<file path="src/odtu_pkg.sv">
package odtu_pkg;

  // ----------------------------------------------------------------
  // Widths and bit positions
  // ----------------------------------------------------------------
  localparam int          ODTU_WORD_W    = 16;
  localparam int          ODTU_BYTE_W    = 8;
  localparam int          ODTU_WSIGN_BIT = 15;
  localparam int          ODTU_BSIGN_BIT = 7;
  localparam int          ODTU_SEL_BIT   = 0;

  // ----------------------------------------------------------------
  // Constants
  // ----------------------------------------------------------------
  localparam logic [15:0] ODTU_WORD_STEP = 16'h0002;
  localparam logic [15:0] ODTU_ZERO_W    = 16'h0000;
  localparam logic [7:0]  ODTU_ZERO_B    = 8'h00;
  localparam logic [15:0] ODTU_ALIGN_MSK = 16'hFFFE;
  localparam int          ODTU_SET_SIZE  = 256;

  // ----------------------------------------------------------------
  // Arithmetic operation codes
  // ----------------------------------------------------------------
  typedef enum logic [1:0] {
    ODTU_OP_ADD = 2'h0,
    ODTU_OP_SUB = 2'h1,
    ODTU_OP_CMP = 2'h2
  } odtu_op_t;

  // ----------------------------------------------------------------
  // Descriptor kinds
  // ----------------------------------------------------------------
  localparam logic        ODTU_KIND_STR  = 1'b0;
  localparam logic        ODTU_KIND_SET  = 1'b1;

  // ----------------------------------------------------------------
  // Sequencer states, one-hot
  // ----------------------------------------------------------------
  typedef enum logic [4:0] {
    ODTU_ST_IDLE = 5'h01,
    ODTU_ST_RD0  = 5'h02,
    ODTU_ST_RD1  = 5'h04,
    ODTU_ST_SET  = 5'h08,
    ODTU_ST_DONE = 5'h10
  } odtu_state_t;

endpackage

</file>
<file path="src/odtu_unit.sv">
`timescale 1ns/1ps
`default_nettype none

// Summary of operation
// - Signed values use two's complement, sign top
// - Byte signed: bit 7 sign, -128..127
// - Byte unsigned add/sub/compare, 0..255
// - Word signed: bit 15 sign, -32768..32767
// - Word unsigned add/sub/compare, 0..65535
// - Word address is its low-order byte
// - String located by lowest, most significant address
// - Descriptor: unsigned 16-bit length plus address
// - Zero length string: address ignored
// - Descriptor from register pair or memory pointer
// - Set descriptor: table base and mask
// - Member when table byte AND mask nonzero
// - Each mask bit selects one subset
module odtu_unit
  import odtu_pkg::*;
#(
  parameter int W = ODTU_WORD_W,
  parameter int B = ODTU_BYTE_W
) (
  // Clock and reset
  input  wire logic         I_CLOCK,
  input  wire logic         I_ARST_N,
  // Integer arithmetic request
  input  wire logic         I_ALU_VALID,
  input  wire logic [1:0]   I_ALU_OP,
  input  wire logic         I_ALU_BYTE,
  input  wire logic         I_ALU_SIGNED,
  input  wire logic [W-1:0] I_ALU_A,
  input  wire logic [W-1:0] I_ALU_B,
  // Integer arithmetic answer
  output logic              O_ALU_VALID,
  output logic [W-1:0]      O_ALU_RESULT,
  output logic              O_ALU_N,
  output logic              O_ALU_Z,
  output logic              O_ALU_V,
  output logic              O_ALU_C,
  output logic              O_ALU_LESS,
  // Character operand check
  input  wire logic [W-1:0] I_CHAR_OPND,
  output logic [B-1:0]      O_CHAR_CODE,
  output logic              O_CHAR_BAD,
  // Descriptor load
  input  wire logic         I_DESC_START,
  input  wire logic         I_DESC_KIND,
  input  wire logic         I_DESC_INLINE,
  input  wire logic [W-1:0] I_GENERAL_REGISTER_N,
  input  wire logic [W-1:0] I_GENERAL_REGISTER_N1,
  input  wire logic [W-1:0] I_DESC_PTR,
  // Descriptor result
  output logic              O_DESC_DONE,
  output logic [W-1:0]      O_STR_LEN,
  output logic [W-1:0]      O_STR_ADDR,
  output logic              O_STR_VACANT,
  output logic [B-1:0]      O_SET_MASK,
  output logic [W-1:0]      O_SET_BASE,
  output logic              O_SET_DESC_BAD,
  // Membership test
  input  wire logic         I_SET_START,
  input  wire logic [B-1:0] I_SET_CHAR,
  output logic              O_MEMBER_VALID,
  output logic              O_MEMBER,
  output logic              O_BUSY,
  // Memory read port
  output logic              O_MEM_REQ,
  output logic [W-1:0]      O_MEM_ADDR,
  input  wire logic         I_MEM_ACK,
  input  wire logic [W-1:0] I_MEM_RDATA
);

  // ----------------------------------------------------------------
  // Integer datapath
  // ----------------------------------------------------------------

  // Subtract and compare add the inverted operand plus one
  logic         w_sub;
  logic [W-1:0] w_b_eff;
  logic [W:0]   w_wsum;
  logic [B:0]   w_bsum;
  assign w_sub   = (I_ALU_OP == ODTU_OP_SUB) || (I_ALU_OP == ODTU_OP_CMP);
  assign w_b_eff = w_sub ? ~I_ALU_B : I_ALU_B;
  assign w_wsum  = {1'b0, I_ALU_A} + {1'b0, w_b_eff} + {{W{1'b0}}, w_sub};
  assign w_bsum  = {1'b0, I_ALU_A[B-1:0]} + {1'b0, w_b_eff[B-1:0]} + {{B{1'b0}}, w_sub};

  // Byte mode keeps the result in the low half, upper half zero
  logic [W-1:0] w_res;
  logic         w_cout;
  logic         w_sa;
  logic         w_sb;
  logic         w_sr;
  assign w_res  = I_ALU_BYTE ? {{(W-B){1'b0}}, w_bsum[B-1:0]} : w_wsum[W-1:0];
  assign w_cout = I_ALU_BYTE ? w_bsum[B] : w_wsum[W];
  assign w_sa   = I_ALU_BYTE ? I_ALU_A[ODTU_BSIGN_BIT] : I_ALU_A[ODTU_WSIGN_BIT];
  assign w_sb   = I_ALU_BYTE ? w_b_eff[ODTU_BSIGN_BIT] : w_b_eff[ODTU_WSIGN_BIT];
  assign w_sr   = I_ALU_BYTE ? w_bsum[ODTU_BSIGN_BIT] : w_wsum[ODTU_WSIGN_BIT];

  // Flags: carry means borrow for subtract and compare
  logic w_n;
  logic w_z;
  logic w_v;
  logic w_c;
  logic w_less;
  assign w_n    = w_sr;
  assign w_z    = (w_res == ODTU_ZERO_W);
  assign w_v    = (w_sa == w_sb) && (w_sr != w_sa);
  assign w_c    = w_sub ? ~w_cout : w_cout;
  // Signed order from N xor V, unsigned order from the borrow
  assign w_less = I_ALU_SIGNED ? (w_n ^ w_v) : w_c;

  // Result registers; compare still reports the difference
  logic         alu_valid_q;
  logic [W-1:0] alu_res_q;
  logic [4:0]   alu_flags_q;
  always_ff @(posedge I_CLOCK or negedge I_ARST_N) begin
    if (!I_ARST_N) begin
      alu_valid_q <= 1'b0;
      alu_res_q   <= '0;
      alu_flags_q <= '0;
    end else begin
      alu_valid_q <= I_ALU_VALID;
      if (I_ALU_VALID) begin
        alu_res_q   <= w_res;
        alu_flags_q <= {w_n, w_z, w_v, w_c, w_less};
      end
    end
  end

  // ----------------------------------------------------------------
  // Character operand check
  // ----------------------------------------------------------------

  // Flag only; a nonzero upper half is the caller's fault
  logic [B-1:0] char_code_q;
  logic         char_bad_q;
  always_ff @(posedge I_CLOCK or negedge I_ARST_N) begin
    if (!I_ARST_N) begin
      char_code_q <= '0;
      char_bad_q  <= 1'b0;
    end else begin
      char_code_q <= I_CHAR_OPND[B-1:0];
      char_bad_q  <= (I_CHAR_OPND[W-1:B] != {(W-B){1'b0}});
    end
  end

  // ----------------------------------------------------------------
  // Descriptor and membership sequencer
  // ----------------------------------------------------------------

  // Byte fetch: word at the even address, low byte at the lower one
  function automatic logic [B-1:0] pick_byte(input logic [W-1:0] adr,
                                              input logic [W-1:0] data);
    pick_byte = adr[ODTU_SEL_BIT] ? data[W-1:B] : data[B-1:0];
  endfunction

  odtu_state_t  state_q;
  odtu_state_t  state_d;
  logic         kind_q;
  logic [W-1:0] ptr_q;
  logic [W-1:0] w0_q;
  logic [W-1:0] w1_q;
  logic [W-1:0] tadr_q;
  logic         member_q;
  logic         member_v_q;
  logic         done_q;
  logic         mreq_q;
  logic [W-1:0] maddr_q;
  logic         busy_q;

  // Table entry address: base plus character code, wrapping
  logic [W-1:0] w_tadr;
  logic [B-1:0] w_tbyte;
  logic         w_hit;
  assign w_tadr  = O_SET_BASE + {{(W-B){1'b0}}, I_SET_CHAR};
  assign w_tbyte = pick_byte(tadr_q, I_MEM_RDATA);
  // Mask bits pick subsets; any surviving bit means member
  assign w_hit   = ((w_tbyte & O_SET_MASK) != ODTU_ZERO_B);

  // Next state
  always_comb begin
    state_d = state_q;
    case (state_q)
      ODTU_ST_IDLE: begin
        if (I_DESC_START && I_DESC_INLINE) begin
          state_d = ODTU_ST_RD0;
        end else if (I_DESC_START) begin
          state_d = ODTU_ST_DONE;
        end else if (I_SET_START) begin
          state_d = ODTU_ST_SET;
        end
      end
      ODTU_ST_RD0: begin
        if (I_MEM_ACK) begin
          state_d = ODTU_ST_RD1;
        end
      end
      ODTU_ST_RD1: begin
        if (I_MEM_ACK) begin
          state_d = ODTU_ST_DONE;
        end
      end
      ODTU_ST_SET: begin
        if (I_MEM_ACK) begin
          state_d = ODTU_ST_IDLE;
        end
      end
      ODTU_ST_DONE: begin
        state_d = ODTU_ST_IDLE;
      end
      default: begin
        state_d = ODTU_ST_IDLE;
      end
    endcase
  end

  // State, descriptor words and memory request
  always_ff @(posedge I_CLOCK or negedge I_ARST_N) begin
    if (!I_ARST_N) begin
      state_q <= ODTU_ST_IDLE;
      kind_q  <= ODTU_KIND_STR;
      ptr_q   <= '0;
      w0_q    <= '0;
      w1_q    <= '0;
      tadr_q  <= '0;
      mreq_q  <= 1'b0;
      maddr_q <= '0;
      busy_q  <= 1'b0;
    end else begin
      state_q <= state_d;
      // Busy taken from the next state so the port stays a plain flop
      busy_q  <= (state_d != ODTU_ST_IDLE);
      if (state_q == ODTU_ST_IDLE && I_DESC_START) begin
        kind_q <= I_DESC_KIND;
        ptr_q  <= I_DESC_PTR;
        if (I_DESC_INLINE) begin
          mreq_q  <= 1'b1;
          maddr_q <= I_DESC_PTR & ODTU_ALIGN_MSK;
        end else begin
          w0_q <= I_GENERAL_REGISTER_N;
          w1_q <= I_GENERAL_REGISTER_N1;
        end
      end else if (state_q == ODTU_ST_IDLE && I_SET_START) begin
        tadr_q  <= w_tadr;
        mreq_q  <= 1'b1;
        maddr_q <= w_tadr & ODTU_ALIGN_MSK;
      end else if (state_q == ODTU_ST_RD0 && I_MEM_ACK) begin
        w0_q    <= I_MEM_RDATA;
        maddr_q <= (ptr_q + ODTU_WORD_STEP) & ODTU_ALIGN_MSK;
      end else if (I_MEM_ACK && mreq_q) begin
        if (state_q == ODTU_ST_RD1) begin
          w1_q <= I_MEM_RDATA;
        end
        mreq_q <= 1'b0;
      end
    end
  end

  // Published descriptor fields, updated as the load completes
  logic [W-1:0] str_len_q;
  logic [W-1:0] str_addr_q;
  logic         str_vac_q;
  logic [B-1:0] set_mask_q;
  logic [W-1:0] set_base_q;
  logic         set_bad_q;
  always_ff @(posedge I_CLOCK or negedge I_ARST_N) begin
    if (!I_ARST_N) begin
      done_q     <= 1'b0;
      str_len_q  <= '0;
      str_addr_q <= '0;
      str_vac_q  <= 1'b1;
      set_mask_q <= '0;
      set_base_q <= '0;
      set_bad_q  <= 1'b0;
    end else begin
      done_q <= (state_q == ODTU_ST_DONE);
      if (state_q == ODTU_ST_DONE && kind_q == ODTU_KIND_STR) begin
        str_len_q  <= w0_q;
        str_vac_q  <= (w0_q == ODTU_ZERO_W);
        // Vacant string shows no address so nothing downstream uses it
        str_addr_q <= (w0_q == ODTU_ZERO_W) ? ODTU_ZERO_W : w1_q;
      end
      if (state_q == ODTU_ST_DONE && kind_q == ODTU_KIND_SET) begin
        set_mask_q <= w0_q[B-1:0];
        set_base_q <= w1_q;
        set_bad_q  <= (w0_q[W-1:B] != {(W-B){1'b0}});
      end
    end
  end

  // Membership answer lands one cycle after the table byte
  always_ff @(posedge I_CLOCK or negedge I_ARST_N) begin
    if (!I_ARST_N) begin
      member_q   <= 1'b0;
      member_v_q <= 1'b0;
    end else begin
      member_v_q <= (state_q == ODTU_ST_SET) && I_MEM_ACK;
      if (state_q == ODTU_ST_SET && I_MEM_ACK) begin
        member_q <= w_hit;
      end
    end
  end

  // ----------------------------------------------------------------
  // Outputs, all from flip-flops
  // ----------------------------------------------------------------
  assign O_ALU_VALID    = alu_valid_q;
  assign O_ALU_RESULT   = alu_res_q;
  assign O_ALU_N        = alu_flags_q[4];
  assign O_ALU_Z        = alu_flags_q[3];
  assign O_ALU_V        = alu_flags_q[2];
  assign O_ALU_C        = alu_flags_q[1];
  assign O_ALU_LESS     = alu_flags_q[0];
  assign O_CHAR_CODE    = char_code_q;
  assign O_CHAR_BAD     = char_bad_q;
  assign O_DESC_DONE    = done_q;
  assign O_STR_LEN      = str_len_q;
  assign O_STR_ADDR     = str_addr_q;
  assign O_STR_VACANT   = str_vac_q;
  assign O_SET_MASK     = set_mask_q;
  assign O_SET_BASE     = set_base_q;
  assign O_SET_DESC_BAD = set_bad_q;
  assign O_MEMBER_VALID = member_v_q;
  assign O_MEMBER       = member_q;
  assign O_BUSY         = busy_q;
  assign O_MEM_REQ      = mreq_q;
  assign O_MEM_ADDR     = maddr_q;

endmodule

`default_nettype wire

</file>
<file path="config.mk">
export PLATFORM = sky130hd
export DESIGN_NAME = odtu_unit
export DESIGN_NICKNAME = d
export VERILOG_FILES = /design/src/odtu_pkg.sv /design/src/odtu_unit.sv
export SDC_FILE = /design/constraint.sdc
export NUM_CORES = 1
export LEC_CHECK = 0
export BUFFER_PORTS_ARGS = -buffer_cell sky130_fd_sc_hd__buf_4
export CORE_ASPECT_RATIO = 0.8
export CORE_MARGIN = 2
export CORE_UTILIZATION = 40
export DETAILED_ROUTE_END_ITERATION = 16
export GPL_ROUTABILITY_DRIVEN = 1
export PLACE_DENSITY_LB_ADDON = 0.25
export SYNTH_ARGS = -nofsm -noshare
export SYNTH_HDL_FRONTEND = slang
export SYNTH_SLANG_ARGS = --single-unit
</file>
<file path="constraint.sdc">
create_clock -name I_CLOCK -period 2.9 [get_ports I_CLOCK]
set_clock_uncertainty 0.2 [all_clocks]
set_input_delay 0.29 -clock I_CLOCK [delete_from_list [all_inputs] [get_ports I_CLOCK]]
set_output_delay 0.29 -clock I_CLOCK [all_outputs]
set_load 0.02 [all_outputs]
</file>
==> impl_metrics.json <==
{
  "wl_per_cell_um": 17.3,
  "grt_first_pass_wirelength_mm": 40.6,
  "tightest_slew_ns": 0.645,
  "async_flop_share_pct": 100,
  "clk_pin_slew_ns": 0.07,
  "ant_nets": 0,
  "cts_root_buffer": "clkbuf_16",
  "vias": 7639,
  "ys_top_cells_by_area": "dfrtp_1, mux2_2, a21oi_1, nand2_1, xnor2_1",
  "cts_buffers": 17,
  "finalWorstSetupSlack_ns": -0.0581,
  "period_share_pct": 102,
  "die_y_um": 133,
  "status": "finished, violations left",
  "cts_sinks": 163,
  "p_int_w": 0.00711,
  "fin_crit_ns": 2.96,
  "netlist_area_mm2": 0.00838,
  "final_layout_size_suffix_gt1_share_pct": 37.6,
  "clk_latency_ns": 0.44,
  "p_leak_nw": 5.92,
  "powerDensity_mw_per_mm2": 968,
  "critical_path_arrival_ns": 3.13,
  "crit_slowest_cell": "or4_1",
  "firstDrtPassIters": 5,
  "synthCells": 830,
  "max-cap-violations": 0,
  "setup_viol": 2,
  "diodes": 0,
  "portBuffers": 239,
  "dieArea_mm2": 0.0221,
  "min_path_type": "in -> reg",
  "syn_nets": 990,
  "max_stage_delay_ns": 0.52,
  "tritoncts": "yes",
  "critPathRequiredTime_ns": 3.07,
  "postLayoutCellArea_mm2": 0.0125,
  "dp.final_hpwl_mm": 19.3,
  "drc": 0,
  "rsz0062_at_grt": "yes",
  "clkPwrFrac_pct": 18.6,
  "antenna_found_initial": 0,
  "synth_enable_flop_cells": 0,
  "synth_top_area_cell": "dfrtp_1",
  "yosys.area.top_type_share_pct": 48.1,
  "synth_area_per_cell_um2": 10.1,
  "p_sw_share_pct": 41.1,
  "crit_fanout": 4,
  "finalSetupTns_ns": -0.0623,
  "switchingPower_w": 0.00497,
  "wl_mm": 25.7,
  "avgViaCountPerCell": 5.13,
  "htreeDepth": 4,
  "place_congestion": 0.877,
  "grt_max_degree": 53,
  "dp.cells": 1385,
  "stdcell_count": 1488,
  "synthFlopType": "dfrtp_1",
  "clock_path_buffers": 2,
  "yosysSeqAreaShare_pct": 48.7,
  "finish.utilization_pct": 60.5,
  "yosysWarnings": 0,
  "critPathLaunchType": "primary input",
  "max_freq_ghz": 0.338,
  "maxSlewViolCount": 0,
  "place_area_mm2": 0.0111,
  "die_width_um": 166,
  "yosys.cell_types.count": 61,
  "worst_setup_path_end_kind": "flop",
  "track_usage_pct": 23.3,
  "irDropWorstVdd_v": 0.000578,
  "synthToLayoutAreaGrowth_pct": 49.0,
  "grt_overflow": 0,
  "pin_count": 242,
  "start_util_pct": 40.6,
  "violations": "setup timing",
  "path_class": "in -> reg",
  "hold_violations": 0,
  "relSlewSlack_pct": 56.6,
  "seqPwrFrac_pct": 34.0,
  "synth_seq_cells": 163,
  "grt_pass1_vias": 7569,
  "pwr-share-comb_pct": 47.5,
  "place_ws_ns": -0.550,
  "rows": 47,
  "core-area_mm2": 0.0206,
  "drt_iter0_drc": 465,
  "cp_cell_sequence": "buf_6 > xnor2_4 > buf_6 > xnor2_4 > ha_4 > and3b_2 > a221oi_4 > xnor2_1 > or4_1 > or4_4 > nor4_2 > a41o_1",
  "final_nets": 1366
}
[worst max-delay path: cells and delay by family]
kind	cells	cell delay [ns]
buffers and inverters	2	0.27
AO/OA/AOI/OAI	2	0.50
XOR/XNOR	3	0.51
adder cells (fa/ha/maj)	1	0.23
AND/OR/NAND/NOR	4	1.33
[cells by family (layout without fill, tap and decap cells)]
kind of cell | Yosys count | count (layout) | synth area share (%)
other cells | 1 | 1 | 0.0448
simple gates | 256 | 256 | 14.2
mux | 68 | 68 | 9.06
buf+inv | 57 | 446 | 2.73
xor+xnor | 55 | 55 | 5.75
flops | 163 | 163 | 48.7
compound gates | 201 | 201 | 15.0
fa+ha+maj | 29 | 29 | 4.48
[sequential cells by signal, indices dropped and copies added, names as in the netlist, 5 cells and up]
register / cells
O_ALU_RESULT: 16
O_SET_BASE: 16
O_STR_ADDR: 16
O_STR_LEN: 16
w0_q: 16
w1_q: 16
O_MEM_ADDR: 15
ptr_q: 15
O_CHAR_CODE: 8
O_SET_MASK: 8
alu_flags_q: 5
state_q: 5
[placed cells by master (no fill, tap or decap), types with 5 or more instances in the layout]
cell,instances
o221ai_1,6
nor2b_1,6
and2_1,17
a22o_1,16
nor2_1,63
nor3_1,8
clkbuf_16,17
mux2i_1,5
mux2_2,63
xor2_1,16
a21oi_1,86
nand3_1,13
o21ai_0,31
or3_1,5
and3_1,7
dlygate4sd3_1,62
inv_6,5
a21o_1,7
nand4_1,6
xnor2_1,35
a31oi_1,8
nand2_1,103
ha_1,23
inv_1,24
nand2b_1,5
buf_4,320
clkinv_8,5
dfrtp_1,161
[timing repair]
action	in CTS	in global routing
setup buffers	7	2
endpoints found under the hold margin	118	0
pin swaps	2	5
hold buffers	62	0
setup endpoints to repair	3	13
resized for setup	14	13
[cell usage after synthesis (4+ instances only)]
cell type,count
ha_1,26
dfrtp_1,161
a22o_1,16
o21ai_0,35
nor2_1,63
xnor2_1,38
nand2b_1,5
xor2_1,17
and3_1,7
a31oi_1,8
nand3_1,13
or3_1,5
nor3b_1,4
mux2i_1,5
clkbuf_1,26
o221ai_1,6
o211ai_1,4
a221oi_1,4
nor2b_1,7
nand2_1,103
a21o_1,7
a22oi_1,4
nor3_1,8
mux2_2,63
o21a_1,4
or4_1,4
nor4_1,4
nand4_1,6
inv_1,24
and2_1,18
a21oi_1,89
[routing by layer]
layer  wire length [um]  track usage, %  up-vias
met3               1530            5.64       28
li1                   -               -     3688
met2              11800            36.3      253
met5                  0               0        -
met4                376            5.65        0
met1              12000            33.0     3670
[area by class of cell]
| type | instances | area (um^2) |
|---|---|---|
| Tap cell | 269 | 337 |
| Sequential cell | 163 | 4080 |
| Fill cell | 1780 | 8150 |
| Multi-Input combinational cell | 610 | 4240 |
| Inverter | 24 | 90.1 |
| Clock inverter | 15 | 166 |
| Clock buffer | 17 | 425 |
| Timing Repair Buffer | 390 | 3140 |
[through the flow]
| stage | total power (W) | hold slack (ns) |
|---|---|---|
| detailed placement | 0.00964 | 0.0819 |
| floorplan | 0.00715 | -0.206 |
| global route | 0.0129 | 0.0329 |
| CTS | 0.0121 | 0.0106 |
| finish | 0.0121 | 0.0280 |
| global placement | 0.00953 | 0.0872 |
[power by group through the flow]
stage | sequential [W] | combinational, W | clock (W)
2_1_floorplan | 0.00461 | 0.00255 | 0
3_3_place_gp | 0.00411 | 0.00542 | 0
3_5_place_dp | 0.00414 | 0.00550 | 0
4_1_cts | 0.00411 | 0.00568 | 0.00229
5_1_grt | 0.00424 | 0.00625 | 0.00238
6_report | 0.00411 | 0.00573 | 0.00224
[worst paths after layout]
kind	startpoint	endpoint	slack, ns	depth (start not counted)
max in group asynchronous	I_ARST_N	w1_q[12]$_DFFE_PN0P_	1.48	3
hold reg to reg	O_STR_VACANT$_DFFE_PN1P_	O_STR_VACANT$_DFFE_PN1P_	0.27	2
min in group asynchronous	I_ARST_N	O_MEM_ADDR[5]$_DFFE_PN0P_	0.18	2
setup reg to reg	O_SET_BASE[0]$_DFFE_PN0P_	O_MEM_ADDR[12]$_DFFE_PN0P_	0.15	12
setup / recovery	I_ALU_OP[1]	alu_flags_q[3]$_DFFE_PN0P_	-0.06	12
hold / removal	I_GENERAL_REGISTER_N1[6]	w1_q[6]$_DFFE_PN0P_	0.03	3
(Power assumes the default switching activity.)
